## src/sbc_cfg.svh

```systemverilog
// Constants for the mode-and-supply control block and its SPI master end.
// Included by both design ends and by the bench; definitions only.
`ifndef SBC_CFG_SVH
`define SBC_CFG_SVH
`define FRAME_BITS        16
`define ADDR_BITS         7
`define WRITE_BIT         7
`define DATA_LSB          8
`define ADDR_MODE_SUPPLY  7'h01
`define ADDR_FAULT_STATUS 7'h02
`define ADDR_FAMILY_ID    7'h03
`define MODE_SUPPLY_RESET 8'h00
`define MODE_SUPPLY_KEEP  8'h07
`define MODE_SUPPLY_RSVD  8'h20
`define MODE_MSB          7
`define MODE_LSB          6
`define SEC_REG_MSB       4
`define SEC_REG_LSB       3
`define OV_RST_BIT        2
`define THRESH_MSB        1
`define THRESH_LSB        0
`define FAMILY_ID_VALUE   8'h5a
`define SCK_HALF_DIV      5'h04
// Host register offsets.
`define HOST_CMD          4'h0
`define HOST_DATA         4'h1
`define HOST_STATUS       4'h2
`define HOST_INT_STATUS   4'h3
`define HOST_INT_CLEAR    4'h4
`define HOST_INT_ENABLE   4'h5
`endif

```

## src/sbc_pkg.sv

```systemverilog
// Types shared by both ends of the SPI link.
// Assumes sbc_cfg.svh is on the include path.
package sbc_pkg;
    typedef enum logic [1:0] {
        MODE_NORMAL,
        MODE_SLEEP,
        MODE_STOP,
        MODE_SOFT_RESET
    } op_mode_e;
    typedef enum logic [1:0] {
        TH_LEVEL_ONE,
        TH_LEVEL_TWO,
        TH_LEVEL_THREE,
        TH_DISABLED
    } threshold_e;
endpackage

```

## src/sbc_spi_if.sv

```systemverilog
// Four-wire SPI link joining the master end and the device end.
// Assumes both ends run on their own clocks; the bench joins them.
`timescale 1ns/1ps
interface sbc_spi_if;
    logic sck;
    logic cs_n;
    logic mosi;
    logic miso;
    modport master (output sck, output cs_n, output mosi, input miso);
    modport device (input sck, input cs_n, input mosi, output miso);
endinterface

```

## src/sbc_device.sv

```systemverilog
// Device end: SPI slave with the mode-and-supply control register.
// Assumes SPI mode 0, MSB first, frames of 16 clocks with chip select low;
// the link pins are asynchronous and are synchronised here.
//
// Operation
// - frame is 16 bits, address then data.
// - bit 7 zero reads without change.
// - bit 7 one writes the data byte.
// - data D0..D7 sits in frame bits 8..15.
// - reset loads all power-on values.
// - restart loads restart value, keeps don't-cares.
// - read-only and reserved bits ignore writes.
// - control bits change only by SPI writes; soft reset also clears them, restart clears the upper five.
// - restart clears upper five, keeps lower three.
// - mode field requests normal, sleep, stop.
// - mode 11 soft resets, no reset pin.
// - bit 5 always reads zero.
// - secondary regulator enable depends on mode.
// - bit 2 enables overvoltage restart reset.
// - bits 1:0 pick undervoltage threshold.
// - sleep without wake source forces restart.
`timescale 1ns/1ps
`include "sbc_cfg.svh"
module sbc_device
    import sbc_pkg::*;
(
    input  wire logic       clk,
    input  wire logic       resetn,
    sbc_spi_if.device       spi,
    input  wire logic       wake_source_enabled,
    input  wire logic       primary_overvoltage,
    input  wire logic [7:0] fault_events,
    output logic [1:0]      op_mode,
    output logic            secondary_regulator_enable,
    output logic            primary_overvoltage_reset_enable,
    output logic [1:0]      primary_reset_threshold,
    output logic            reset_output_pin,
    output logic            restart_active
);
    logic [2:0]  sck_s_r;
    logic [1:0]  cs_s_r;
    logic [1:0]  mosi_s_r;
    logic [15:0] shift_r;
    logic [4:0]  bit_cnt_r;
    logic [7:0]  ctrl_r;
    logic [7:0]  fault_r;
    logic [7:0]  reply_sel;
    logic [7:0]  reply_r;
    logic        miso_r;
    logic        soft_reset_r;
    logic        restart_r;
    logic        sck_rise;
    logic        sck_fall;
    logic        frame_end;
    logic        cs_low;
    logic        is_write;
    logic [6:0]  frame_addr;
    logic [7:0]  frame_data;
    logic        restart_req;
    logic [9:0]  aux_s1_r;
    logic [9:0]  aux_s2_r;
    logic        wake_s;
    logic        ov_s;
    logic [7:0]  events_s;

    // Two flops per pin, three on the clock; edges are found from the second and third stages.
    always_ff @(posedge clk) begin
        if (!resetn) begin
            sck_s_r  <= 3'h0;
            cs_s_r   <= 2'h3;
            mosi_s_r <= 2'h0;
        end else begin
            sck_s_r  <= {sck_s_r[1:0], spi.sck};
            cs_s_r   <= {cs_s_r[0], spi.cs_n};
            mosi_s_r <= {mosi_s_r[0], spi.mosi};
        end
    end

    // Board level pins are foreign to clk as well, so each passes two
    // flops. Each fault bit is an independent flag, so bits that settle a
    // cycle apart still latch correctly.
    always_ff @(posedge clk) begin
        if (!resetn) begin
            aux_s1_r <= 10'h000;
            aux_s2_r <= 10'h000;
        end else begin
            aux_s1_r <= {wake_source_enabled, primary_overvoltage,
                         fault_events};
            aux_s2_r <= aux_s1_r;
        end
    end
    assign wake_s   = aux_s2_r[9];
    assign ov_s     = aux_s2_r[8];
    assign events_s = aux_s2_r[7:0];

    assign cs_low    = !cs_s_r[1];
    assign sck_rise  = cs_low && sck_s_r[1] && !sck_s_r[2];
    assign sck_fall  = cs_low && !sck_s_r[1] && sck_s_r[2];
    // A frame is acted on only at the sixteenth clock rise, as its last bit arrives.
    assign frame_end = sck_rise && (bit_cnt_r == 5'(`FRAME_BITS - 1));
    // First byte on the wire is frame bits 0..7, so the address byte lands
    // high in the shift register and the data byte low.
    // At the last rise only fifteen bits are held, so the first wire bit
    // sits at bit 14 and the last data bit is still on the line.
    assign frame_addr = shift_r[13:7];
    assign is_write   = shift_r[14];
    assign frame_data = {shift_r[6:0], mosi_s_r[1]};

    // Receive shifting and the bit counter; chip select high aborts a frame.
    always_ff @(posedge clk) begin
        if (!resetn || !cs_low) begin
            shift_r   <= 16'h0000;
            bit_cnt_r <= 5'h00;
        end else if (sck_rise) begin
            shift_r   <= {shift_r[14:0], mosi_s_r[1]};
            bit_cnt_r <= bit_cnt_r + 5'h01;
        end
    end

    // Read data for the addressed register; the reserved bit forced to zero.
    // The address is only valid in the low bits right after eight rises.
    always_comb begin
        reply_sel = 8'h00;
        if (shift_r[6:0] == `ADDR_MODE_SUPPLY) begin
            reply_sel = ctrl_r & ~`MODE_SUPPLY_RSVD;
        end else if (shift_r[6:0] == `ADDR_FAULT_STATUS) begin
            reply_sel = fault_r;
        end else if (shift_r[6:0] == `ADDR_FAMILY_ID) begin
            reply_sel = `FAMILY_ID_VALUE; // Arbitrary identity value.
        end
    end

    // The reply byte is captured at the first fall after the address byte,
    // before data bits push the address out of the shift register, and then
    // leaves MSB first on falling edges. The line stays low before that.
    always_ff @(posedge clk) begin
        if (!resetn || !cs_low) begin
            miso_r  <= 1'b0;
            reply_r <= 8'h00;
        end else if (sck_fall && bit_cnt_r == 5'h08) begin
            miso_r  <= reply_sel[7];
            reply_r <= {reply_sel[6:0], 1'b0};
        end else if (sck_fall && bit_cnt_r > 5'h08) begin
            miso_r  <= reply_r[7];
            reply_r <= {reply_r[6:0], 1'b0};
        end
    end
    assign spi.miso = miso_r;

    // Restart comes from an enabled overvoltage or a sleep with no wake.
    // The overvoltage cause persists while the pin stays high, since the
    // enable bit survives the restart mask.
    assign restart_req = (ov_s && ctrl_r[`OV_RST_BIT])
        || (ctrl_r[`MODE_MSB:`MODE_LSB] == 2'(MODE_SLEEP)
            && !wake_s);

    // Control register: soft reset and power-on load, restart masks, writes.
    always_ff @(posedge clk) begin
        if (!resetn || soft_reset_r) begin
            ctrl_r <= `MODE_SUPPLY_RESET;
        end else if (restart_req) begin
            ctrl_r <= ctrl_r & `MODE_SUPPLY_KEEP;
        end else if (frame_end && is_write
                     && frame_addr == `ADDR_MODE_SUPPLY) begin
            ctrl_r <= frame_data & ~`MODE_SUPPLY_RSVD;
        end
    end

    // A write of mode 11 soft-resets next cycle, without the reset pin.
    always_ff @(posedge clk) begin
        if (!resetn) begin
            soft_reset_r <= 1'b0;
        end else begin
            soft_reset_r <= !soft_reset_r && ctrl_r[`MODE_MSB:`MODE_LSB]
                            == 2'(MODE_SOFT_RESET);
        end
    end

    // Restart drives the reset pin one cycle behind its cause, for as long as the cause lasts.
    always_ff @(posedge clk) begin
        if (!resetn) begin
            restart_r <= 1'b0;
        end else begin
            restart_r <= restart_req;
        end
    end

    // Fault flags latch; a read of the register clears them, but an event
    // in that same cycle wins; events after the reply byte is captured are lost.
    always_ff @(posedge clk) begin
        if (!resetn || soft_reset_r) begin
            fault_r <= 8'h00;
        end else if (frame_end && !is_write
                     && frame_addr == `ADDR_FAULT_STATUS) begin
            fault_r <= events_s;
        end else begin
            fault_r <= fault_r | events_s;
        end
    end

    // Secondary regulator on per mode selection; other fields pass out.
    always_comb begin
        op_mode = ctrl_r[`MODE_MSB:`MODE_LSB];
        primary_overvoltage_reset_enable = ctrl_r[`OV_RST_BIT];
        primary_reset_threshold = ctrl_r[`THRESH_MSB:`THRESH_LSB];
        case (ctrl_r[`SEC_REG_MSB:`SEC_REG_LSB])
            2'h1:    secondary_regulator_enable = op_mode == 2'(MODE_NORMAL);
            2'h2:    secondary_regulator_enable = op_mode == 2'(MODE_NORMAL)
                                                || op_mode == 2'(MODE_STOP);
            2'h3:    secondary_regulator_enable = op_mode != 2'(MODE_SOFT_RESET);
            default: secondary_regulator_enable = 1'b0;
        endcase
    end

    assign reset_output_pin = restart_r;
    assign restart_active   = restart_r;
endmodule

```

## src/flat_wrapper.sv

```systemverilog
// flat-port wrapper written by rule: the top's interface ports become plain ports
module sbc_device_flat import sbc_pkg::*;
  (clk, resetn, wake_source_enabled, primary_overvoltage, fault_events, op_mode, secondary_regulator_enable, primary_overvoltage_reset_enable, primary_reset_threshold, reset_output_pin, restart_active, spi_sck, spi_cs_n, spi_mosi, spi_miso);
  sbc_spi_if spi_i ();
  input  wire logic clk;
  input  wire logic resetn;
  input  wire logic wake_source_enabled;
  input  wire logic primary_overvoltage;
  input  wire logic [7:0] fault_events;
  output logic [1:0] op_mode;
  output logic secondary_regulator_enable;
  output logic primary_overvoltage_reset_enable;
  output logic [1:0] primary_reset_threshold;
  output logic reset_output_pin;
  output logic restart_active;
  input wire logic [$bits(spi_i.sck)-1:0] spi_sck;
  input wire logic [$bits(spi_i.cs_n)-1:0] spi_cs_n;
  input wire logic [$bits(spi_i.mosi)-1:0] spi_mosi;
  output wire logic [$bits(spi_i.miso)-1:0] spi_miso;
  assign spi_i.sck = spi_sck;
  assign spi_i.cs_n = spi_cs_n;
  assign spi_i.mosi = spi_mosi;
  assign spi_miso = spi_i.miso;
  sbc_device u_core (.clk(clk), .resetn(resetn), .spi(spi_i), .wake_source_enabled(wake_source_enabled), .primary_overvoltage(primary_overvoltage), .fault_events(fault_events), .op_mode(op_mode), .secondary_regulator_enable(secondary_regulator_enable), .primary_overvoltage_reset_enable(primary_overvoltage_reset_enable), .primary_reset_threshold(primary_reset_threshold), .reset_output_pin(reset_output_pin), .restart_active(restart_active));
endmodule
```

## config.mk

```make
export PLATFORM = sky130hd
export DESIGN_NAME = sbc_device_flat
export DESIGN_NICKNAME = d
export VERILOG_FILES = /design/src/sbc_pkg.sv /design/src/sbc_spi_if.sv /design/src/sbc_device.sv /design/src/flat_wrapper.sv
export VERILOG_INCLUDE_DIRS = /design/src
export SDC_FILE = /design/constraint.sdc
export NUM_CORES = 1
export LEC_CHECK = 0
export BUFFER_PORTS_ARGS = -buffer_cell sky130_fd_sc_hd__buf_2
export CAP_MARGIN = 10
export CORE_UTILIZATION = 60
export DETAILED_ROUTE_END_ITERATION = 8
export PLACE_DENSITY = 0.82
export SLEW_MARGIN = 20
export SYNTH_ARGS = -nofsm -noshare
export SYNTH_HDL_FRONTEND = slang
export SYNTH_SLANG_ARGS = --single-unit
export TNS_END_PERCENT = 100
```

## constraint.sdc

```tcl
create_clock -name clk -period 3.7 [get_ports clk]
set_clock_uncertainty 0.1 [all_clocks]
set_input_delay 0.37 -clock clk [delete_from_list [all_inputs] [get_ports clk]]
set_output_delay 0.37 -clock clk [all_outputs]
set_load 0.005 [all_outputs]
```

==> out/qor.txt, run 1 <==
Comb power frac -> 2.6%
DR DRC count -> 0
vias in the first global route -> 1744
# rows -> 23
sequential area share after synthesis -> 53.73%
non-filler cells in the finished layout -> 348
core box area -> 4144 µm²
number of max-cap violations -> 0
Max-slew headroom -> 48.86%
post-route cell area -> 2972 µm²
Overall Global Routing Usage -> 23.41%
initial antenna violation count -> 0
post-CTS resize count -> 0
NumNets Final -> 311
Post-synth EDFFs -> 0
Post-synth ARST share -> 0%
minimum clock period -> 2.197 ns
first-pass GRT wire length -> 7762 µm
Peak VDD IR -> 0.0003835 V
Placed Area -> 2771 µm²
commonest non-fill, non-tap cells in the layout -> 72 x dfxtp_1, 35 x nand2_1, 27 x and2_1
Critical Path Sink Type -> flop
antenna-violating nets left -> 0
Mapped Area -> 2683 µm²
CTS tree -> yes
pin count of the biggest net entering global routing -> 33
CTS root buf -> clkbuf_8
fillers -> 313
total negative slack -> 0 ns
Vias -> 1983
Top Ports -> 24
GPL Wtd Cong -> 0.8804
Psw -> 0.0002985 W
share of cells above drive strength 1 -> 16.44%
synth warn -> 0
Ant. Diodes -> 0
Synth Instances -> 278
CTS Buf Count -> 9
data arrival time of the critical path -> 2.31 ns
DP Worst Slack -> 1.527 ns
Starting Density -> 64.73%
Worst-Margin Slew -> 0.7635 ns
Final Cycle Share -> 59.37%
Static Leakage -> 1.122 nW
DIE AREA -> 4742 µm²
CP required -> 3.81 ns
Initial DRC Count -> 164
Worst Setup Start Kind -> flop
Syn-to-layout area delta -> 10.77%
Total Power -> 0.001460 W
Sink Count -> 72
endpoints failing setup -> 0
Sw Share -> 20.45%
CTS Hold Bufs -> 0
vias per std cell -> 5.698
die height -> 68.87 µm
final worst setup slack -> 1.503 ns
count of pins over their slew limit -> 0
drt wl/cell -> 14.39 µm
final WL -> 5009 µm
Setup Fix Bufs, Post-CTS -> 0
Synth Flop Type -> dfxtp_1
unrepaired setup endpoints after global routing -> false
Initial DRT Pass Iterations -> 5
Worst-path clk slew -> 0.07 ns
clock power share -> 42.5%
Die Width -> 68.87 µm
Synthesized Nets -> 296
HPWL Detailed -> 3394 µm
Seq pwr share -> 54.9%
Synth Area per Inst -> 9.650 µm²
CTS H-tree lvls -> 3
Post-Place Cells -> 332
FMAX -> 455.3 MHz
Clk Latency, worst-skew pair -> 0.34 ns
GRT overflow -> 0
most common cell after layout, fill and taps aside -> dfxtp_1
Setup Crit Path Kind -> flop to flop
internal power -> 0.001161 W
#FFs+latches synth -> 72
Pwr per Cell Area -> 491.2 nW/µm²
port bufs -> 23
worst-case clock buffer depth -> 2
highest net fanout along the worst path -> 13
status -> complete, no violations
min-delay worst type -> primary input to flop
final hold violation count -> 0
post-synth cell types -> 42
## state kept, by name (all words and copies together), names as in the netlist
signal	flops
u_core.bit_cnt_r	5
u_core.aux_s1_r	10
u_core.spi.miso	1
u_core.reply_r	7
u_core.mosi_s_r	2
u_core.cs_s_r	2
u_core.fault_r	8
u_core.shift_r	15
u_core.sck_s_r	3
u_core.soft_reset_r	1
u_core.ctrl_r	7
u_core.reset_output_pin	1
u_core.aux_s2_r	10
## layout make-up
class | count | area, µm² | area share (%)
Inverter | 4 | 15.01 | 0.5053
Timing Repair Buffer | 24 | 122.6 | 4.126
Sequential cell | 72 | 1441 | 48.51
Tap cell | 50 | 62.56 | 2.105
Clock inverter | 2 | 37.54 | 1.263
Clock buffer | 14 | 162.7 | 5.474
Multi-Input combinational cell | 182 | 1130 | 38.02
## synth_stat cells (2+ instances only)
| master | n | area, µm² |
|---|---|---|
| a2111oi_0 | 2 | 17.52 |
| nand2_1 | 35 | 131.4 |
| clkbuf_1 | 11 | 41.29 |
| a31oi_1 | 5 | 31.28 |
| a21oi_1 | 21 | 105.1 |
| or2_2 | 2 | 12.51 |
| a22o_1 | 15 | 131.4 |
| nor2b_1 | 6 | 37.54 |
| buf_1 | 2 | 7.510 |
| inv_1 | 4 | 15.01 |
| o21ai_0 | 9 | 45.04 |
| o21ai_1 | 2 | 10.01 |
| nor4_4 | 2 | 42.54 |
| nand2b_1 | 6 | 37.54 |
| o221a_2 | 5 | 56.30 |
| nor2_1 | 15 | 56.30 |
| and3_1 | 2 | 12.51 |
| and2_1 | 27 | 168.9 |
| xor2_1 | 2 | 17.52 |
| nand3_1 | 4 | 20.02 |
| dfxtp_1 | 72 | 1441 |
| buf_2 | 2 | 10.01 |
| ha_1 | 3 | 37.54 |
| or3_1 | 2 | 12.51 |
| buf_4 | 5 | 37.54 |
## cells by family (layout without fill, tap and decap cells)
family | count (synthesis) | after routing | synth area share (%)
flops | 72 | 72 | 53.73
compound gates | 65 | 65 | 16.56
simple gates | 109 | 109 | 22.43
mux | 1 | 1 | 0.3731
xor+xnor | 3 | 3 | 0.9797
fa+ha+maj | 4 | 4 | 1.773
buf+inv | 24 | 44 | 4.151
## worst paths after layout
kind                             to               from  cells past startpoint  slack, ns
setup / recovery  u_core.reply_r[3]  u_core.sck_s_r[2]                      4       1.50
setup reg to reg  u_core.reply_r[3]  u_core.sck_s_r[2]                      4       1.50
hold reg to reg    u_core.cs_s_r[1]   u_core.cs_s_r[0]                      1       0.32
hold / removal     u_core.cs_s_r[0]           spi_cs_n                      2       0.12
## per-stage QoR
stage | utilization, % | hold WS, ns
final | 71.71 | 0.1161
after detailed placement | 66.88 | 0.3145
after CTS | 71.71 | 0.1120
after global routing | 71.71 | 0.1046
after floorplan | - | 0.2863
after global placement | 66.88 | 0.2898
## worst max-delay path: stages, from the launching register on
cell       delay (ns)
dfxtp_1          0.36
or3b_2           0.54
nor2_1           0.56
nor2_1           0.10
a2111oi_0        0.41
## metal layers
layer,track usage [%],wire length (µm),share of wire [%]
met1,28.41,2269,45
met2,37.14,2332,47
met3,5.921,306,6.1
met4,14.03,101,2.0
met5,0,0,0
## power by group through the flow
stage	Clock, W	Combinational [W]	Sequential [W]
after CTS	0.000625	0.0000387	0.000801
after floorplan	0	0.0000272	0.000816
final	0.000620	0.0000386	0.000801
after global routing	0.000662	0.0000428	0.000803
after detailed placement	0	0.0000387	0.000819
after global placement	0	0.0000375	0.000818
Power figures use the tool's default switching activity.
==> run 2, diff against run 1 <==
--- a/config.mk
+++ b/config.mk
@@ -8,9 +8,9 @@
 export LEC_CHECK = 0
 export BUFFER_PORTS_ARGS = -buffer_cell sky130_fd_sc_hd__buf_2
 export CAP_MARGIN = 10
-export CORE_UTILIZATION = 60
+export CORE_UTILIZATION = 52
 export DETAILED_ROUTE_END_ITERATION = 8
-export PLACE_DENSITY = 0.82
+export PLACE_DENSITY = 0.76
 export SLEW_MARGIN = 20
 export SYNTH_ARGS = -nofsm -noshare
 export SYNTH_HDL_FRONTEND = slang
==> constraint.sdc (replaced) <==
create_clock -name clk -period 1.8 [get_ports clk]
set_clock_uncertainty 0.1 [all_clocks]
set_input_delay 0.18 -clock clk [delete_from_list [all_inputs] [get_ports clk]]
set_output_delay 0.18 -clock clk [all_outputs]
set_load 0.005 [all_outputs]
==> run 2 against run 1 <==
Net effect: the flow now finishes with violations (negative setup slack); core utilization shrank 1.1 points; total power grew 120%; cell area grew 15%; critical path type unchanged; critical endpoint is now u_core.ctrl_r[0]; largest cell class unchanged; highest routed layer unchanged.
==> out/qor.txt, run 2 (same netlist as run 1, synthesis figures left out) <==
status -> complete, but fails checks
failing checks -> negative setup slack
Initial DRC Count -> 121 (-26%)
commonest non-fill, non-tap cells in the layout -> 69 x dfxtp_1, 34 x nand2_1, 28 x buf_4
GPL Wtd Cong -> 0.8546 (-2.9%)
Setup Crit Path Kind -> flop to flop
Reg with most FFs -> u_core.shift_r
highest net fanout along the worst path -> 7 (-6)
min-delay worst type -> primary input to flop
Initial DRT Pass Iterations -> 5 (unchanged)
final worst setup slack -> -0.1097 ns (-1.613 ns)
count of pins over their slew limit -> 0 (unchanged)
core box area -> 4848 µm² (+17%)
pin count of the biggest net entering global routing -> 26 (-21%)
first-pass GRT wire length -> 9846 µm (+27%)
non-filler cells in the finished layout -> 406 (+17%)
CP top delay family -> simple AND/OR/NAND/NOR gates
Top Ports -> 24 (unchanged)
Syn-to-layout area delta -> 27.61%
vias in the first global route -> 2190 (+26%)
vias per std cell -> 5.394 (-5.3%)
Critical Path Sink Type -> flop
share of cells above drive strength 1 -> 27.43% (+11 points)
CTS root buf -> clkbuf_8
GRT overflow -> 0 (unchanged)
NumNets Final -> 352 (+13%)
worst path bufs/invs -> 0 (unchanged)
Peak VDD IR -> 0.0006645 V (+73%)
Total Power -> 0.003158 W (+120%)
Worst Setup Start Kind -> flop
CTS H-tree lvls -> 3 (unchanged)
DR DRC count -> 0 (unchanged)
antenna-violating nets left -> 0 (unchanged)
die height -> 73.83 µm (+7.2%)
CP Cell Sequence -> or4b_4, or4_4, o21ai_2, a21oi_1
port bufs -> 23 (unchanged)
Post-Place Cells -> 375 (+13%)
total negative slack -> -0.5981 ns (-0.5981 ns)
most common cell after layout, fill and taps aside -> dfxtp_1
Vias -> 2190 (+10%)
Max-slew headroom -> 65.29% (+16 points)
Overall Global Routing Usage -> 24.68% (+1.3 points)
Clk Latency, worst-skew pair -> 0.35 ns (about the same)
max FFs per register -> 15 (unchanged)
post-route cell area -> 3423 µm² (+15%)
DIE AREA -> 5450 µm² (+15%)
Worst-Margin Slew -> 0.5206 ns (-0.2429 ns)
drt wl/cell -> 14.62 µm (+1.6%)
Die Width -> 73.83 µm (+7.2%)
CP required -> 1.94 ns (-1.87 ns)
Final Cycle Share -> 106.1% (+47 points)
top flop regs -> u_core.shift_r (15), u_core.aux_s1_r (10), u_core.aux_s2_r (10)
Pwr per Cell Area -> 922.5 nW/µm² (+88%)
Sink Count -> 72 (unchanged)
initial antenna violation count -> 0 (unchanged)
number of max-cap violations -> 0 (unchanged)
unrepaired setup endpoints after global routing -> true
CTS Buf Count -> 9 (unchanged)
HPWL Detailed -> 3905 µm (+15%)
Worst-path clk slew -> 0.07 ns (about the same)
CP peak stage delay -> 0.62 ns (+0.06 ns)
Static Leakage -> 1.334 nW (+19%)
endpoints failing setup -> 8 (+8)
final WL -> 5936 µm (+19%)
Starting Density -> 55.33% (-9.4 points)
CP max-delay cell -> or4_4
DP Worst Slack -> -0.1271 ns (-1.655 ns)
Ant. Diodes -> 0 (unchanged)
data arrival time of the critical path -> 2.05 ns (-0.26 ns)
minimum clock period -> 1.910 ns (-0.2869 ns)
CTS tree -> yes
FMAX -> 523.6 MHz (+15%)
final hold violation count -> 0 (unchanged)
worst-case clock buffer depth -> 2 (unchanged)
Placed Area -> 3008 µm² (+8.5%)
# rows -> 25 (+8.7%)
-- run 2: cell types whose count changed in the layout (fill, tap and decap cells not counted), moves of 4 or more --
cell	delta
a21oi_1	-4
a21oi_2	+4
buf_4	+27
dlygate4sd3_1	+13
-- run 2: final cells by class --
| class | instances | area, µm² |
|---|---|---|
| inverter | 4 | 15.01 |
| fill | 359 | 1425 |
| clock buffer | 10 | 127.6 |
| timing repair buffer | 65 | 466.7 |
| clock inverter | 6 | 93.84 |
| tap | 67 | 83.83 |
| multi-input combinational | 182 | 1191 |
| sequential | 72 | 1445 |
-- run 2: power by group --
part,switching (W),internal [W]
Combinational,0.0000528,0.0000674
Sequential,0.0000167,0.00163
Clock,0.000603,0.000787
-- run 2: path summary, 6_finish.rpt --
path              depth (start not counted)           endpoint  slack [ns]              from
setup / recovery                          4   u_core.ctrl_r[0]       -0.11  u_core.cs_s_r[1]
hold / removal                            2  u_core.sck_s_r[1]        0.05            resetn
setup reg to reg                          4   u_core.ctrl_r[0]       -0.11  u_core.cs_s_r[1]
hold reg to reg                           1   u_core.cs_s_r[1]        0.32  u_core.cs_s_r[0]
-- run 2: stage by stage --
stage	hold WS [ns]	utilization [%]
after CTS	0.03706	70.19
after global placement	0.2632	62.04
after global routing	0.05378	70.61
after floorplan	0.1815	-
after detailed placement	0.2758	62.04
final	0.05000	70.61
-- run 2: per-layer routing --
layer  up-vias  global-route usage (%)  part of all wire (%)
met2        66                   44.14                    51
met1      1044                   26.65                    42
met3        15                   8.230                   4.9
met4         0                   9.829                   1.7
li1       1065                       -                     -
met5         -                       0                     0
-- run 2: repair_timing --
action                                  CTS  global route
setup buffers                             2             0
hold endpoints to repair                 13             0
endpoints found under the setup margin   13            23
pin swaps                                 3             6
gates resized for setup                   6            10
hold buffers                             13             0
-- run 2: worst reg2reg max path, stage by stage, from the launching register on --
cell and delay, ns:
dfxtp_2 0.33, or4b_4 0.55, or4_4 0.62, o21ai_2 0.14
a21oi_1 0.07
==> run 3, diff against run 2 <==
--- a/config.mk
+++ b/config.mk
@@ -6,11 +6,12 @@
 export SDC_FILE = /design/constraint.sdc
 export NUM_CORES = 1
 export LEC_CHECK = 0
+export ABC_AREA = 1
 export BUFFER_PORTS_ARGS = -buffer_cell sky130_fd_sc_hd__buf_2
 export CAP_MARGIN = 10
-export CORE_UTILIZATION = 52
+export CORE_UTILIZATION = 53
 export DETAILED_ROUTE_END_ITERATION = 8
-export PLACE_DENSITY = 0.76
+export PLACE_DENSITY = 0.77
 export SLEW_MARGIN = 20
 export SYNTH_ARGS = -nofsm -noshare
 export SYNTH_HDL_FRONTEND = slang
==> run 3 against run 2 <==
Net effect: the run now ends clean; sequential power about the same; synthesized cell count up 34%; total power increased by 0.84%; worst setup slack better by 0.25 ns; clock power barely moved; largest power group unchanged; fmax up 15%; core utilization shrank 3.9 points; sequential share of layout area fell by 0.13 points; critical path depth increased by 5.
==> out/qor.txt, run 3 <==
status -> complete, no violations
Total Power -> 0.003184 W (+0.84%)
final WL -> 5448 µm (-8.2%)
highest net fanout along the worst path -> 8 (+1)
number of max-cap violations -> 0 (unchanged)
Ant. Diodes -> 0 (unchanged)
Synth Area in Adders -> 1.312% (-0.46 points)
Post-Place Cells -> 459 (+22%)
Max-slew headroom -> 68.70% (+3.4 points)
met1 wire length -> 2440 µm (-3.0%)
Peak VDD IR -> 0.0009274 V (+40%)
first-pass GRT wire length -> 9101 µm (-7.6%)
minimum clock period -> 1.664 ns (-0.2456 ns)
antenna-violating nets left -> 0 (unchanged)
sequential area share after synthesis -> 50.37% (-3.4 points)
dominant cell type by area after synthesis -> dfxtp_1
Sink Count -> 72 (unchanged)
Vias -> 2321 (+6.0%)
Critical Path Sink Type -> flop
Initial DRT Pass Iterations -> 5 (unchanged)
leading post-synthesis cells by cell area -> dfxtp_1 50%, nand2_1 9.4%, inv_1 8.7%
Pwr per Cell Area -> 928.2 nW/µm² (+0.62%)
CTS H-tree lvls -> 3 (unchanged)
Top Ports -> 24 (unchanged)
Top Metal Used -> met4
FMAX -> 600.9 MHz (+15%)
synth warn -> 0 (unchanged)
Initial DRC Count -> 130 (+7.4%)
GRT overflow -> 0 (unchanged)
Sw Share -> 21.14% (-0.17 points)
non-filler cells in the finished layout -> 489 (+20%)
commonest non-fill, non-tap cells in the layout -> 72 x nand2_1, 70 x dfxtp_1, 65 x inv_1
#FFs+latches synth -> 72 (unchanged)
CTS Buf Count -> 9 (unchanged)
routed wl met2 -> 2696 µm (-11%)
DR DRC count -> 0 (unchanged)
internal power -> 0.002511 W (+1.1%)
CTS tree -> yes
Reg with most FFs -> u_core.shift_r
Setup Crit Path Kind -> flop to flop
pin count of the biggest net entering global routing -> 26 (unchanged)
vias per std cell -> 4.746 (-12%)
endpoints failing setup -> 0 (-8)
Psw -> 0.0006731 W (about the same)
CP Cell Sequence -> ha_1, nand2_1, nor2_1, ha_2, inv_2, nor2_8, nand3_4, a21oi_2, nor2_1
CP required -> 1.93 ns (about the same)
core box area -> 5140 µm² (+6.0%)
clock power share -> 44.5% (+0.5 points)
total negative slack -> 0 ns (+0.5981 ns)
Clk Latency, worst-skew pair -> 0.34 ns (about the same)
data arrival time of the critical path -> 1.79 ns (-0.26 ns)
final hold violation count -> 0 (unchanged)
Synth Area per Inst -> 7.672 µm² (-20%)
Seq pwr share -> 51.7% (-0.5 points)
Static Leakage -> 1.647 nW (+23%)
Post-synth EDFFs -> 0 (unchanged)
Comb power frac -> 3.7% (about the same)
CP peak stage delay -> 0.34 ns (-0.28 ns)
Overall Global Routing Usage -> 21.89% (-2.8 points)
Mapped Area -> 2861 µm² (+6.7%)
routed wl met3 -> 198 µm (-32%)
CP max-delay cell -> dfxtp_2
most common cell after layout, fill and taps aside -> nand2_1
worst path bufs/invs -> 1 (+1)
mux share of post-synthesis cell area -> 0% (-0.37 points)
simple logic cell fraction of the synthesized area -> 24.14% (+1.7 points)
Synth Instances -> 373 (+34%)
GPL Wtd Cong -> 0.8401 (-1.7%)
most used cell along the critical path -> nor2_1
die height -> 75.48 µm (+2.2%)
DIE AREA -> 5697 µm² (+4.5%)
vias in the first global route -> 2156 (-1.6%)
DP Worst Slack -> 0.1181 ns (+0.2452 ns)
Post-synth ARST share -> 0% (unchanged)
Starting Density -> 55.67% (+0.34 points)
compound-gate portion of the synthesized area -> 12.24% (-4.3 points)
top flop regs -> u_core.shift_r (15), u_core.aux_s1_r (10), u_core.aux_s2_r (10)
initial antenna violation count -> 0 (unchanged)
Synthesized Nets -> 391 (+32%)
most frequent cells after synthesis -> 72 x dfxtp_1, 72 x nand2_1, 66 x inv_1
Worst-path clk slew -> 0.08 ns (about the same)
post-synth cell types -> 29 (-31%)
Die Width -> 75.48 µm (+2.2%)
final worst setup slack -> 0.1359 ns (+0.2456 ns)
Syn-to-layout area delta -> 19.90%
drt wl/cell -> 11.14 µm (-24%)
max FFs per register -> 15 (unchanged)
# rows -> 26 (+4.0%)
largest family of logic cells by synthesized area -> simple AND/OR/NAND/NOR gates
CP top delay family -> simple AND/OR/NAND/NOR gates
HPWL Detailed -> 3765 µm (-3.6%)
Final Cycle Share -> 92.45% (-14 points)
worst-case clock buffer depth -> 2 (unchanged)
port bufs -> 23 (unchanged)
count of pins over their slew limit -> 0 (unchanged)
share of cells above drive strength 1 -> 18.38% (-9.1 points)
XOR/XNOR Fraction of Synth Area -> 0% (-0.98 points)
Worst Setup Start Kind -> flop
Synth Flop Type -> dfxtp_1
min-delay worst type -> primary input to flop
CTS root buf -> clkbuf_8
Worst-Margin Slew -> 0.4659 ns (-0.05470 ns)
Synth top area share -> 50.37% (-3.4 points)
NumNets Final -> 432 (+23%)
run 3: power groups by stage:
stage / sequential [W] / combinational (W) / clock, W
after floorplan: 0.00168 / 0.0000643 / 0
after global placement: 0.00168 / 0.0000901 / 0
after detailed placement: 0.00168 / 0.0000937 / 0
after CTS: 0.00164 / 0.000116 / 0.00144
after global routing: 0.00165 / 0.000137 / 0.00152
final: 0.00165 / 0.000119 / 0.00142
run 3: worst paths after layout:
path | slack [ns] | cells after the start | start | to
setup / recovery | 0.14 | 9 | u_core.bit_cnt_r[0] | u_core.fault_r[1]
hold / removal | 0.04 | 3 | resetn | u_core.reset_output_pin
setup reg to reg | 0.14 | 9 | u_core.bit_cnt_r[0] | u_core.fault_r[1]
hold reg to reg | 0.31 | 2 | u_core.aux_s1_r[6] | u_core.aux_s2_r[6]
run 3: worst register-to-register path, delay by kind of cell (launching register included):
kind	cells	cell delay (ns)
simple gates	5	0.52
flops	1	0.34
fa+ha+maj	2	0.34
compound gates	1	0.20
buf+inv	1	0.06
run 3: layer usage:
layer  vias to the layer above  GRT usage [%]
li1                       1234              -
met1                      1036          25.59
met2                        40          37.60
met3                        11          5.556
met4                         0          10.49
met5                         -              0
run 3: logic make-up after synthesis:
logic type / after synthesis
AOI/OAI and AO/OA: 69
adders and majority gates: 3
buffers and inverters: 84
DFF: 72
and+or+nand+nor: 145
run 3: layout make-up:
class                   count  area (µm²)
inverters                  72       270.3
multi-input cells         217        1109
flip-flops and latches     72        1444
clock buffers              10       137.6
fillers                   435        1709
repair buffers             42       290.3
clock inverters             6       92.59
well taps                  70       87.58
run 3: timing repair:
action | CTS | global route
endpoints found under the setup margin | 0 | 12
hold buffers | 13 | 0
gates resized for setup | 0 | 11
hold endpoints to repair | 13 | 0
buffers inserted | 0 | 1
run 3: metrics by stage:
stage	utilization, %	hold slack (ns)	area (µm²)
finish	66.75	0.04255	3431
global route	66.75	0.05553	3431
CTS	65.97	0.03810	3391
detailed placement	58.96	0.2633	3030
global placement	58.96	0.2605	3030
floorplan	-	0.1776	2861
